$ cat src/hdl/codec_serial_defs.vh
// Constants for the codec serial port: reset values, control bits, timing
`ifndef CODEC_SERIAL_DEFS_VH
`define CODEC_SERIAL_DEFS_VH
// Master clock and conversion rate
`define MAIN_CLOCK_KHZ      5184
`define CONV_RATE_KHZ       8
`define FILTER_CLOCK_KHZ    288
// Reset divider values: 5184/(2*9) = 288 kHz, 288/36 = 8 kHz
`define DIV_A_RESET         8'h09
`define DIV_B_RESET         8'h24
`define STEP_ADJ_RESET      8'h01
// Control register reset value: d7..d2 = 1,1,1,0,0,1 (d1 loopback, d0 unused)
`define CTRL_RESET          8'hE4
// Control bit positions
`define CTRL_SYNC_BIT       5
`define CTRL_AUX_BIT        4
`define CTRL_LOOP_BIT       1
// Shift clock divide ratio and sync pulse width
`define SHIFT_DIV           4
`define SYNC_PULSE_SHIFTS   4
`define WORD_BITS           16
`define BYTE_BITS           8
`endif

$ cat src/hdl/shift_clock_gen.v
// Shift clock divider: master clock divided by four, with edge strobes
module shift_clock_gen #(
   parameter DIV = 4
) (
   input  wire clock_i,
   input  wire rst_b_i,
   output reg  shift_clk_o,
   output reg  rise_o,
   output reg  fall_o
);
   reg [7:0] count;
   // Divider counter; restarts on reset
   always @(posedge clock_i) begin
      if (!rst_b_i) begin
         count       <= 8'h00;
         shift_clk_o <= 1'b0;
         rise_o      <= 1'b0;
         fall_o      <= 1'b0;
      end else begin
         count       <= (count == DIV - 1) ? 8'h00 : count + 8'h01;
         shift_clk_o <= (count < DIV / 2);
         rise_o      <= (count == 8'h00);
         fall_o      <= (count == DIV / 2);
      end
   end
endmodule

$ cat src/hdl/word_fifo.v
// Small FIFO with valid and ready on both sides
module word_fifo #(
   parameter WIDTH = 16,
   parameter DEPTH = 4,
   parameter AW    = 2
) (
   input  wire             clock_i,
   input  wire             rst_b_i,
   input  wire             in_valid_i,
   output wire             in_ready_o,
   input  wire [WIDTH-1:0] in_data_i,
   output wire             out_valid_o,
   input  wire             out_ready_i,
   output wire [WIDTH-1:0] out_data_o
);
   reg [WIDTH-1:0] mem [0:DEPTH-1];
   reg [AW-1:0]    wr_ptr;
   reg [AW-1:0]    rd_ptr;
   reg [AW:0]      fill;
   wire            push;
   wire            pop;
   assign in_ready_o  = (fill != DEPTH);
   assign out_valid_o = (fill != 0);
   assign out_data_o  = mem[rd_ptr];
   assign push        = in_valid_i && in_ready_o;
   assign pop         = out_valid_o && out_ready_i;
   // Storage write
   always @(posedge clock_i) begin
      if (push) begin
         mem[wr_ptr] <= in_data_i;
      end
   end
   // Pointers and fill level
   always @(posedge clock_i) begin
      if (!rst_b_i) begin
         wr_ptr <= {AW{1'b0}};
         rd_ptr <= {AW{1'b0}};
         fill   <= {(AW+1){1'b0}};
      end else begin
         if (push) begin
            wr_ptr <= wr_ptr + 1'b1;
         end
         if (pop) begin
            rd_ptr <= rd_ptr + 1'b1;
         end
         if (push && !pop) begin
            fill <= fill + 1'b1;
         end else if (pop && !push) begin
            fill <= fill - 1'b1;
         end
      end
   end
endmodule

$ cat src/hdl/codec_serial_port.v
// Codec serial port, divider registers, control register and reset logic
// Summary of operation
// - Reset pulse initialises all internal registers; result buffer storage is not reset
// - Reset dividers give 8 kHz at 5.184 MHz
// - Reset loads step adjust registers with one
// - Reset sets d7,d6,d5,d2, clears d4,d3
// - Loopback routes output to primary input
// - Sample data sits in bits d15..d2
// - Control bit selects auxiliary over primary input
// - Results shift out on shift clock
// - Word mode: receive done pulses after 16 bits
// - Byte mode: receive done low between bytes
// - Word mode: transmit done pulses after 16 bits
// - Byte mode: transmit done low between bytes
// - Receive sync low during transfer, MSB first
// - Transmit sync low during incoming transfer
// - Shift clock is master clock divided four
// - All timing derived from master clock
// - Control bit and width pin pick mode
// - Byte mode: sync low, byte, done low
// - Byte mode: four-clock sync pulse, second byte
// - Word mode: sync low, word, high, done pulse
// - Synchronous mode: no receive sync on secondary
`include "codec_serial_defs.vh"
module codec_serial_port #(
   parameter DIV_A_INIT = `DIV_A_RESET,
   parameter DIV_B_INIT = `DIV_B_RESET
) (
   input  wire        clock_i,
   input  wire        rst_b_i,
   input  wire        width_select_pin_i,
   input  wire        serial_in_line_i,
   input  wire        adc_valid_i,
   input  wire [13:0] adc_sample_i,
   output wire        adc_ready_o,
   input  wire        secondary_i,
   output reg         shift_clock_o,
   output reg         serial_out_line_o,
   output reg         xmit_sync_out_o,
   output reg         rcv_sync_out_o,
   output reg         xmit_done_flag_o,
   output reg         rcv_done_flag_o,
   output reg  [13:0] dac_sample_o,
   output reg         dac_strobe_o,
   output reg  [7:0]  control_o,
   output reg  [7:0]  tx_divider_a_value_o,
   output reg  [7:0]  tx_divider_b_value_o,
   output reg  [7:0]  tx_step_adjust_o,
   output reg  [7:0]  rx_divider_a_value_o,
   output reg  [7:0]  rx_divider_b_value_o,
   output reg  [7:0]  rx_step_adjust_o,
   output reg         loopback_o,
   output reg         aux_select_o,
   output reg         tx_conv_strobe_o,
   output reg         rx_conv_strobe_o
);
   // ---------------------------------------------------------------
   // Frame states
   // ---------------------------------------------------------------
   localparam ST_IDLE  = 3'h0;
   localparam ST_BYTE1 = 3'h1;
   localparam ST_PULSE = 3'h2;
   localparam ST_BYTE2 = 3'h3;
   localparam ST_WORD  = 3'h4;
   localparam ST_DONE  = 3'h5;
   localparam ST_END   = 3'h6;

   wire        sclk;
   wire        srise;
   wire        sfall;
   wire        fifo_valid;
   wire [13:0] fifo_data;
   reg         fifo_pop;
   reg  [2:0]  state;
   reg  [4:0]  bit_cnt;
   reg  [15:0] out_shift;
   reg  [15:0] in_shift;
   reg         rx_active;
   reg  [7:0]  tx_a_cnt;
   reg  [7:0]  tx_b_cnt;
   reg  [7:0]  rx_a_cnt;
   reg  [7:0]  rx_b_cnt;
   reg         frame_req;
   wire        sync_mode;
   wire        byte_mode;

   assign sync_mode = control_o[`CTRL_SYNC_BIT];
   assign byte_mode = !width_select_pin_i;

   // ---------------------------------------------------------------
   // Shift clock and result buffer
   // ---------------------------------------------------------------
   shift_clock_gen #(
      .DIV (`SHIFT_DIV)
   ) u_sclk (
      .clock_i     (clock_i),
      .rst_b_i     (rst_b_i),
      .shift_clk_o (sclk),
      .rise_o      (srise),
      .fall_o      (sfall)
   );

   word_fifo #(
      .WIDTH (14),
      .DEPTH (4),
      .AW    (2)
   ) u_fifo (
      .clock_i     (clock_i),
      .rst_b_i     (rst_b_i),
      .in_valid_i  (adc_valid_i),
      .in_ready_o  (adc_ready_o),
      .in_data_i   (adc_sample_i),
      .out_valid_o (fifo_valid),
      .out_ready_i (fifo_pop),
      .out_data_o  (fifo_data)
   );

   // ---------------------------------------------------------------
   // Conversion timing dividers
   // ---------------------------------------------------------------
   // Counter A then B per section; transmit timing drives both in sync mode
   always @(posedge clock_i) begin
      if (!rst_b_i) begin
         tx_a_cnt         <= 8'h00;
         tx_b_cnt         <= 8'h00;
         rx_a_cnt         <= 8'h00;
         rx_b_cnt         <= 8'h00;
         tx_conv_strobe_o <= 1'b0;
         rx_conv_strobe_o <= 1'b0;
         frame_req        <= 1'b0;
      end else begin
         tx_conv_strobe_o <= 1'b0;
         rx_conv_strobe_o <= 1'b0;
         // Request taken by the idle engine; a strobe in the same cycle wins
         if (srise && state == ST_IDLE) begin
            frame_req <= 1'b0;
         end
         // Counter A counts 2*A master clocks per filter clock
         if (tx_a_cnt == {tx_divider_a_value_o[6:0], 1'b0} - 8'h01) begin
            tx_a_cnt <= 8'h00;
            if (tx_b_cnt == tx_divider_b_value_o - 8'h01) begin
               tx_b_cnt         <= 8'h00;
               tx_conv_strobe_o <= 1'b1;
               frame_req        <= 1'b1;
               if (sync_mode) begin
                  rx_conv_strobe_o <= 1'b1;
               end
            end else begin
               tx_b_cnt <= tx_b_cnt + 8'h01;
            end
         end else begin
            tx_a_cnt <= tx_a_cnt + 8'h01;
         end
         if (rx_a_cnt == {rx_divider_a_value_o[6:0], 1'b0} - 8'h01) begin
            rx_a_cnt <= 8'h00;
            if (rx_b_cnt == rx_divider_b_value_o - 8'h01) begin
               rx_b_cnt <= 8'h00;
               if (!sync_mode) begin
                  rx_conv_strobe_o <= 1'b1;
               end
            end else begin
               rx_b_cnt <= rx_b_cnt + 8'h01;
            end
         end else begin
            rx_a_cnt <= rx_a_cnt + 8'h01;
         end
      end
   end

   // ---------------------------------------------------------------
   // Serial frame engine
   // ---------------------------------------------------------------
   // Outputs change on shift clock rising strobe, input sampled on falling
   always @(posedge clock_i) begin
      if (!rst_b_i) begin
         state             <= ST_IDLE;
         bit_cnt           <= 5'h00;
         out_shift         <= 16'h0000;
         in_shift          <= 16'h0000;
         rx_active         <= 1'b0;
         serial_out_line_o <= 1'b0;
         xmit_sync_out_o   <= 1'b1;
         rcv_sync_out_o    <= 1'b1;
         xmit_done_flag_o  <= 1'b1;
         rcv_done_flag_o   <= 1'b1;
         dac_sample_o      <= 14'h0000;
         dac_strobe_o      <= 1'b0;
         fifo_pop          <= 1'b0;
         shift_clock_o     <= 1'b0;
      end else begin
         shift_clock_o <= sclk;
         dac_strobe_o  <= 1'b0;
         fifo_pop      <= 1'b0;
         // Far port shifts only while transmit sync is low
         if (sfall && !xmit_sync_out_o) begin
            in_shift <= {in_shift[14:0], serial_in_line_i};
         end
         if (srise) begin
            case (state)
               ST_IDLE: begin
                  if (frame_req) begin
                     // Result buffer supplies the word; secondary frames in sync mode carry none
                     rx_active <= fifo_valid && !(sync_mode && secondary_i);
                     fifo_pop  <= fifo_valid && !(sync_mode && secondary_i);
                     out_shift <= {fifo_data, 2'b00};
                     serial_out_line_o <= fifo_data[13];
                     bit_cnt   <= 5'h00;
                     state     <= byte_mode ? ST_BYTE1 : ST_WORD;
                  end
               end
               ST_WORD, ST_BYTE1, ST_BYTE2: begin
                  xmit_sync_out_o <= 1'b0;
                  rcv_sync_out_o  <= !rx_active;
                  if (bit_cnt != 5'h00) begin
                     serial_out_line_o <= out_shift[15];
                  end
                  out_shift <= {out_shift[14:0], 1'b0};
                  bit_cnt   <= bit_cnt + 5'h01;
                  if (state == ST_WORD && bit_cnt == `WORD_BITS - 1) begin
                     state   <= ST_DONE;
                     bit_cnt <= 5'h00;
                  end else if (state == ST_BYTE1 && bit_cnt == `BYTE_BITS - 1) begin
                     state   <= ST_PULSE;
                     bit_cnt <= 5'h00;
                  end else if (state == ST_BYTE2 && bit_cnt == `BYTE_BITS - 1) begin
                     state   <= ST_END;
                     bit_cnt <= 5'h00;
                  end
               end
               ST_PULSE: begin
                  // Done low, sync high for four shift clocks
                  xmit_done_flag_o <= 1'b0;
                  rcv_done_flag_o  <= !rx_active;
                  xmit_sync_out_o  <= 1'b1;
                  rcv_sync_out_o   <= 1'b1;
                  bit_cnt          <= bit_cnt + 5'h01;
                  if (bit_cnt == `SYNC_PULSE_SHIFTS - 1) begin
                     state   <= ST_BYTE2;
                     bit_cnt <= 5'h00;
                     serial_out_line_o <= out_shift[15];
                  end
               end
               ST_DONE: begin
                  // Sync returns high, then done pulses for one shift clock
                  xmit_sync_out_o <= 1'b1;
                  rcv_sync_out_o  <= 1'b1;
                  bit_cnt         <= bit_cnt + 5'h01;
                  if (bit_cnt == 5'h01) begin
                     xmit_done_flag_o <= 1'b0;
                     rcv_done_flag_o  <= !rx_active;
                  end else if (bit_cnt == 5'h02) begin
                     xmit_done_flag_o <= 1'b1;
                     rcv_done_flag_o  <= 1'b1;
                     state            <= ST_END;
                  end
               end
               ST_END: begin
                  // Byte mode: done and sync return high together
                  xmit_done_flag_o <= 1'b1;
                  rcv_done_flag_o  <= 1'b1;
                  xmit_sync_out_o  <= 1'b1;
                  rcv_sync_out_o   <= 1'b1;
                  dac_sample_o     <= in_shift[15:2];
                  dac_strobe_o     <= 1'b1;
                  state            <= ST_IDLE;
               end
               default: begin
                  state <= ST_IDLE;
               end
            endcase
         end
      end
   end

   // ---------------------------------------------------------------
   // Registers, reset defaults and control decode
   // ---------------------------------------------------------------
   // Control word: d1..d0 of a received word pick register writes
   always @(posedge clock_i) begin
      if (!rst_b_i) begin
         control_o            <= `CTRL_RESET;
         tx_divider_a_value_o <= DIV_A_INIT;
         tx_divider_b_value_o <= DIV_B_INIT;
         rx_divider_a_value_o <= DIV_A_INIT;
         rx_divider_b_value_o <= DIV_B_INIT;
         tx_step_adjust_o     <= `STEP_ADJ_RESET;
         rx_step_adjust_o     <= `STEP_ADJ_RESET;
         loopback_o           <= 1'b0;
         aux_select_o         <= 1'b0;
      end else begin
         loopback_o   <= control_o[`CTRL_LOOP_BIT];
         aux_select_o <= control_o[`CTRL_AUX_BIT];
         if (dac_strobe_o && secondary_i) begin
            case (in_shift[1:0])
               2'b00: begin
                  tx_divider_a_value_o <= in_shift[15:8];
                  rx_divider_a_value_o <= in_shift[7:0];
               end
               2'b01: begin
                  tx_step_adjust_o <= in_shift[15:8];
                  rx_step_adjust_o <= in_shift[7:0];
               end
               2'b10: begin
                  tx_divider_b_value_o <= in_shift[15:8];
                  rx_divider_b_value_o <= in_shift[7:0];
               end
               default: begin
                  control_o <= in_shift[7:0];
               end
            endcase
         end
      end
   end
endmodule

$ cat config.mk
export PLATFORM = sky130hd
export DESIGN_NAME = codec_serial_port
export DESIGN_NICKNAME = d
export VERILOG_FILES = /design/src/hdl/shift_clock_gen.v /design/src/hdl/word_fifo.v /design/src/hdl/codec_serial_port.v
export VERILOG_INCLUDE_DIRS = /design/src /design/src/hdl
export SDC_FILE = /design/constraint.sdc
export NUM_CORES = 1
export LEC_CHECK = 0
export BUFFER_PORTS_ARGS = -buffer_cell sky130_fd_sc_hd__buf_2
export CAP_MARGIN = 40
export CELL_PAD_IN_SITES_DETAIL_PLACEMENT = 1
export CELL_PAD_IN_SITES_GLOBAL_PLACEMENT = 2
export CORE_MARGIN = 2
export CORE_UTILIZATION = 37
export CTS_CLUSTER_DIAMETER = 100
export DETAILED_ROUTE_END_ITERATION = 16
export GPL_TIMING_DRIVEN = 0
export PLACE_DENSITY = 0.87
export SYNTH_ARGS = -nofsm -noshare
export SYNTH_HDL_FRONTEND = slang
export SYNTH_HIERARCHICAL = 1
export SYNTH_SLANG_ARGS = --single-unit
$ cat constraint.sdc
create_clock -name clock_i -period 3.1 [get_ports clock_i]
set_clock_uncertainty 0.15 [all_clocks]
set_input_delay 0.62 -clock clock_i [delete_from_list [all_inputs] [get_ports clock_i]]
set_output_delay 0.62 -clock clock_i [all_outputs]
set_load 0.01 [all_outputs]
==> results.py <==
metrics = {
    "outcome": {
        "outcome": "finished clean",
    },
    "cts": {
        "insertion_delay_ns": 0.53,
        "cts_buffer_depth": 3,
        "clkSinkCount": 230,
        "ctsHoldBuffers": 0,
        "cts_made_buffers": 26,
        "cts.htree.levels": 1,
        "root_buffer": "clkbuf_16",
        "clk_pin_slew_worst_paths_ns": 0.06,
        "cts_tree": "built",
    },
    "critical_path": {
        "r2r-start": "tx_divider_a_value_o[0]$_SDFFE_PN1P_",
        "crit_arrival_ns": 3.20,
        "cpPeakStageDelay_ns": 0.48,
        "end_kind": "flip-flop",
        "critPathLaunchType": "flip-flop",
        "critPathLaunch": "tx_divider_a_value_o[0]$_SDFFE_PN1P_",
        "worstPathBufferInverterCount": 3,
        "critPathKind": "reg2reg",
        "cp_cell_sequence": "buf_2 > inv_1 > ha_2 > o21ba_2 > a221oi_2 > a41oi_1 > a311o_2 > or3b_1 > buf_6 > o31ai_1",
        "cp.depth": 10,
        "worstPathRequired_ns": 3.40,
        "crit_family": "compound AO/OA/AOI/OAI gates",
        "reg2regPathDepth": 10,
        "crit_fanout": 8,
        "crit_slowest_cell": "a311o_2",
    },
    "power_and_ir_drop": {
        "irDropWorstVdd_mv": 0.567,
        "p_per_area_nw_per_um2": 542,
        "p_sw_uw": 1450,
        "swShare": 0.226,
        "comb_power_share": 0.043,
        "p_clk_frac": 0.458,
        "p_leak_uw": 0.00435,
        "pwr-share-seq": 0.499,
        "p_int_uw": 4990,
    },
    "timing": {
        "setup_viol": 0,
        "hold_ws_ns": 0.149,
        "finalSetupTns_ns": 0,
        "hold_viol": 0,
        "final.period_utilization": 0.937,
        "timing.fmax_ghz": 0.344,
        "max_slew_margin": 0.440,
        "fin_crit_ns": 2.91,
        "tightest_slew_ns": 0.834,
        "rsz0062_at_grt": "no",
        "slew_violations": 0,
    },
    "routing": {
        "drt-wirelength-per-cell_um": 18.5,
        "routed_wl_mm": 28.5,
        "drc": 0,
        "viasPerCell": 5.27,
        "via_count": 8122,
        "drtPass1Iterations": 4,
        "ant_nets": 0,
        "drtIter0Drc": 404,
    },
    "global_routing": {
        "grt_pass1_wl_mm": 45.7,
        "track_usage": 0.200,
        "grt_max_degree": 15,
        "grt_pass1_vias": 8376,
        "grt_overflow": 0,
        "antenna_found_initial": 0,
    },
    "floorplan": {
        "core_area_um2": 26900,
        "ios": 102,
        "die_height_um": 169,
        "die_width_um": 169,
        "start_util": 0.376,
        "rows": 60,
        "die_area_um2": 28700,
    },
    "min_path": {
        "hp-start": "adc_sample_i[4]",
        "holdPathStages": 1,
        "hold_path.class": "in2reg",
    },
    "synthesis": {
        "synth_edf_count": 56,
        "yosysTopAreaCell": "dfxtp_1",
        "avgSynthCellArea_um2": 9.64,
        "synth_top_area_share": 0.345,
        "synthCells": 1049,
        "async_reset_ff_frac": 0,
        "synth_area_leaders": "dfxtp_1 (34%), edfxtp_1 (17%), nand2_1 (7.1%), a21oi_1 (4.1%), nor2_1 (2.7%)",
        "ys.flop_type": "dfxtp_1",
        "ys_seq_area_frac": 0.511,
        "syn_area_um2": 10100,
        "synth-seq-cells": 230,
        "yosys_warnings": 6,
        "ys_types": 72,
        "syn-num-nets": 1091,
    },
    "place": {
        "place_congestion": 0.839,
        "io_buffers": 101,
        "hpwlAfterDp_mm": 20.6,
    },
    "final_layout": {
        "antenna_cells": 0,
        "drive_gt1_frac": 0.159,
        "syn_to_final_growth_pct": 17.6,
        "nNetsFinal": 1221,
    },
    "flow_run": {
        "cap_violations": 0,
    },
}
==> power groups by stage <==
stage / clock network [µW] / logic [µW] / registers, µW
global placement: 0 / 269 / 3270
floorplan: 0 / 183 / 3260
detailed placement: 0 / 282 / 3280
finish: 2950 / 276 / 3220
global route: 3160 / 315 / 3220
CTS: 3030 / 283 / 3220
==> what timing repair did <==
action                     in CTS  in global routing
gates resized for setup         0                  8
setup endpoints to repair       0                 17
buffers inserted                0                  1
==> worst register-to-register path, cell delays in order (launching register included) <==
cell      delay [ns]
dfxtp_1         0.34
buf_2           0.18
inv_1           0.09
ha_2            0.24
o21ba_2         0.23
a221oi_2        0.28
a41oi_1         0.09
a311o_2         0.48
or3b_1          0.39
buf_6           0.15
o31ai_1         0.22
==> worst paths after layout <==
check / to / slack [ns]
worst max register to register: tx_b_cnt[4]$_SDFFE_PN0N_ / 0.19
worst min-delay path: u_fifo/mem[2][4]$_DFFE_PP_ / 0.15
worst min register to register: dac_sample_o[2]$_SDFFE_PN0P_ / 0.30
worst max-delay path: tx_b_cnt[4]$_SDFFE_PN0N_ / 0.19
==> placed cells by master (no fill, tap or decap), drive strengths merged, types with 6 or more instances in the layout <==
master,netlist,layout
nand2,192,192
dfxtp,174,174
buf,10,112
clkbuf,47,87
a21oi,83,83
nor2,73,73
edfxtp,56,56
nand3,37,37
xor2,30,30
inv,30,30
o21ai,30,30
xnor2,29,29
nor3,25,25
a211oi,21,21
ha,21,21
mux2i,19,19
and3,18,18
and2,16,16
or3,16,16
mux4,14,14
nand4,12,12
o31ai,9,9
nor2b,7,7
a32oi,7,7
clkinv,0,7
o211ai,6,6
==> sequential cells by signal, indices dropped and copies added, names as in the netlist, 14 cells and up, named ones only <==
| register | flops |
|---|---|
| u_fifo/mem | 56 |
| out_shift | 14 |
| dac_sample_o | 14 |
| in_shift | 16 |
==> layout make-up <==
class                           instances  area, µm²
Buffer                                 57        260
Clock buffer                           40        779
Clock inverter                          8       46.3
Fill cell                            3123      15000
Inverter                               30        113
Multi-Input combinational cell        732       4580
Sequential cell                       230       5170
Tap cell                              341        427
Timing Repair Buffer                  102        513
==> synth_stat cells (19+ instances only) <==
library cell,count
nand2_1,192
dfxtp_1,174
a21oi_1,83
nor2_1,72
edfxtp_1,56
clkbuf_1,47
nand3_1,37
xor2_1,30
inv_1,29
xnor2_1,29
o21ai_0,27
nor3_1,25
ha_1,21
a211oi_1,19
mux2i_1,19
==> cells by family (layout without fill, tap and decap cells) <==
family,count (synthesis),in the layout,synth area share
multiplexers,33,33,0.0515
AO/OA/AOI/OAI,189,189,0.121
AND/OR/NAND/NOR,429,429,0.201
buffers and inverters,87,237,0.0368
adder cells (fa/ha/maj),22,22,0.0280
XOR/XNOR,59,59,0.0511
flip-flops,230,230,0.511
==> metrics by stage <==
step           power, µW  setup slack [ns]  area [µm²]  cells  utilization
6_report            6440             0.194       11900   1540        0.442
5_1_grt             6700            0.0193       11900   1540        0.442
4_1_cts             6530            0.0337       11900   1539        0.442
3_5_place_dp        3570            0.0555       11000   1491        0.411
3_3_place_gp        3540             0.110       11000   1491        0.411
2_1_floorplan       3450             0.365       10100   1049            -
==> routing by layer <==
layer | vias up | global-route usage | routed length [µm]
li1 | 3955 | - | -
met1 | 4003 | 0.253 | 12400
met2 | 131 | 0.358 | 14400
met3 | 33 | 0.0336 | 1260
met4 | 0 | 0.0412 | 431
met5 | - | 0 | 0
Power figures use the tool's default switching activity.
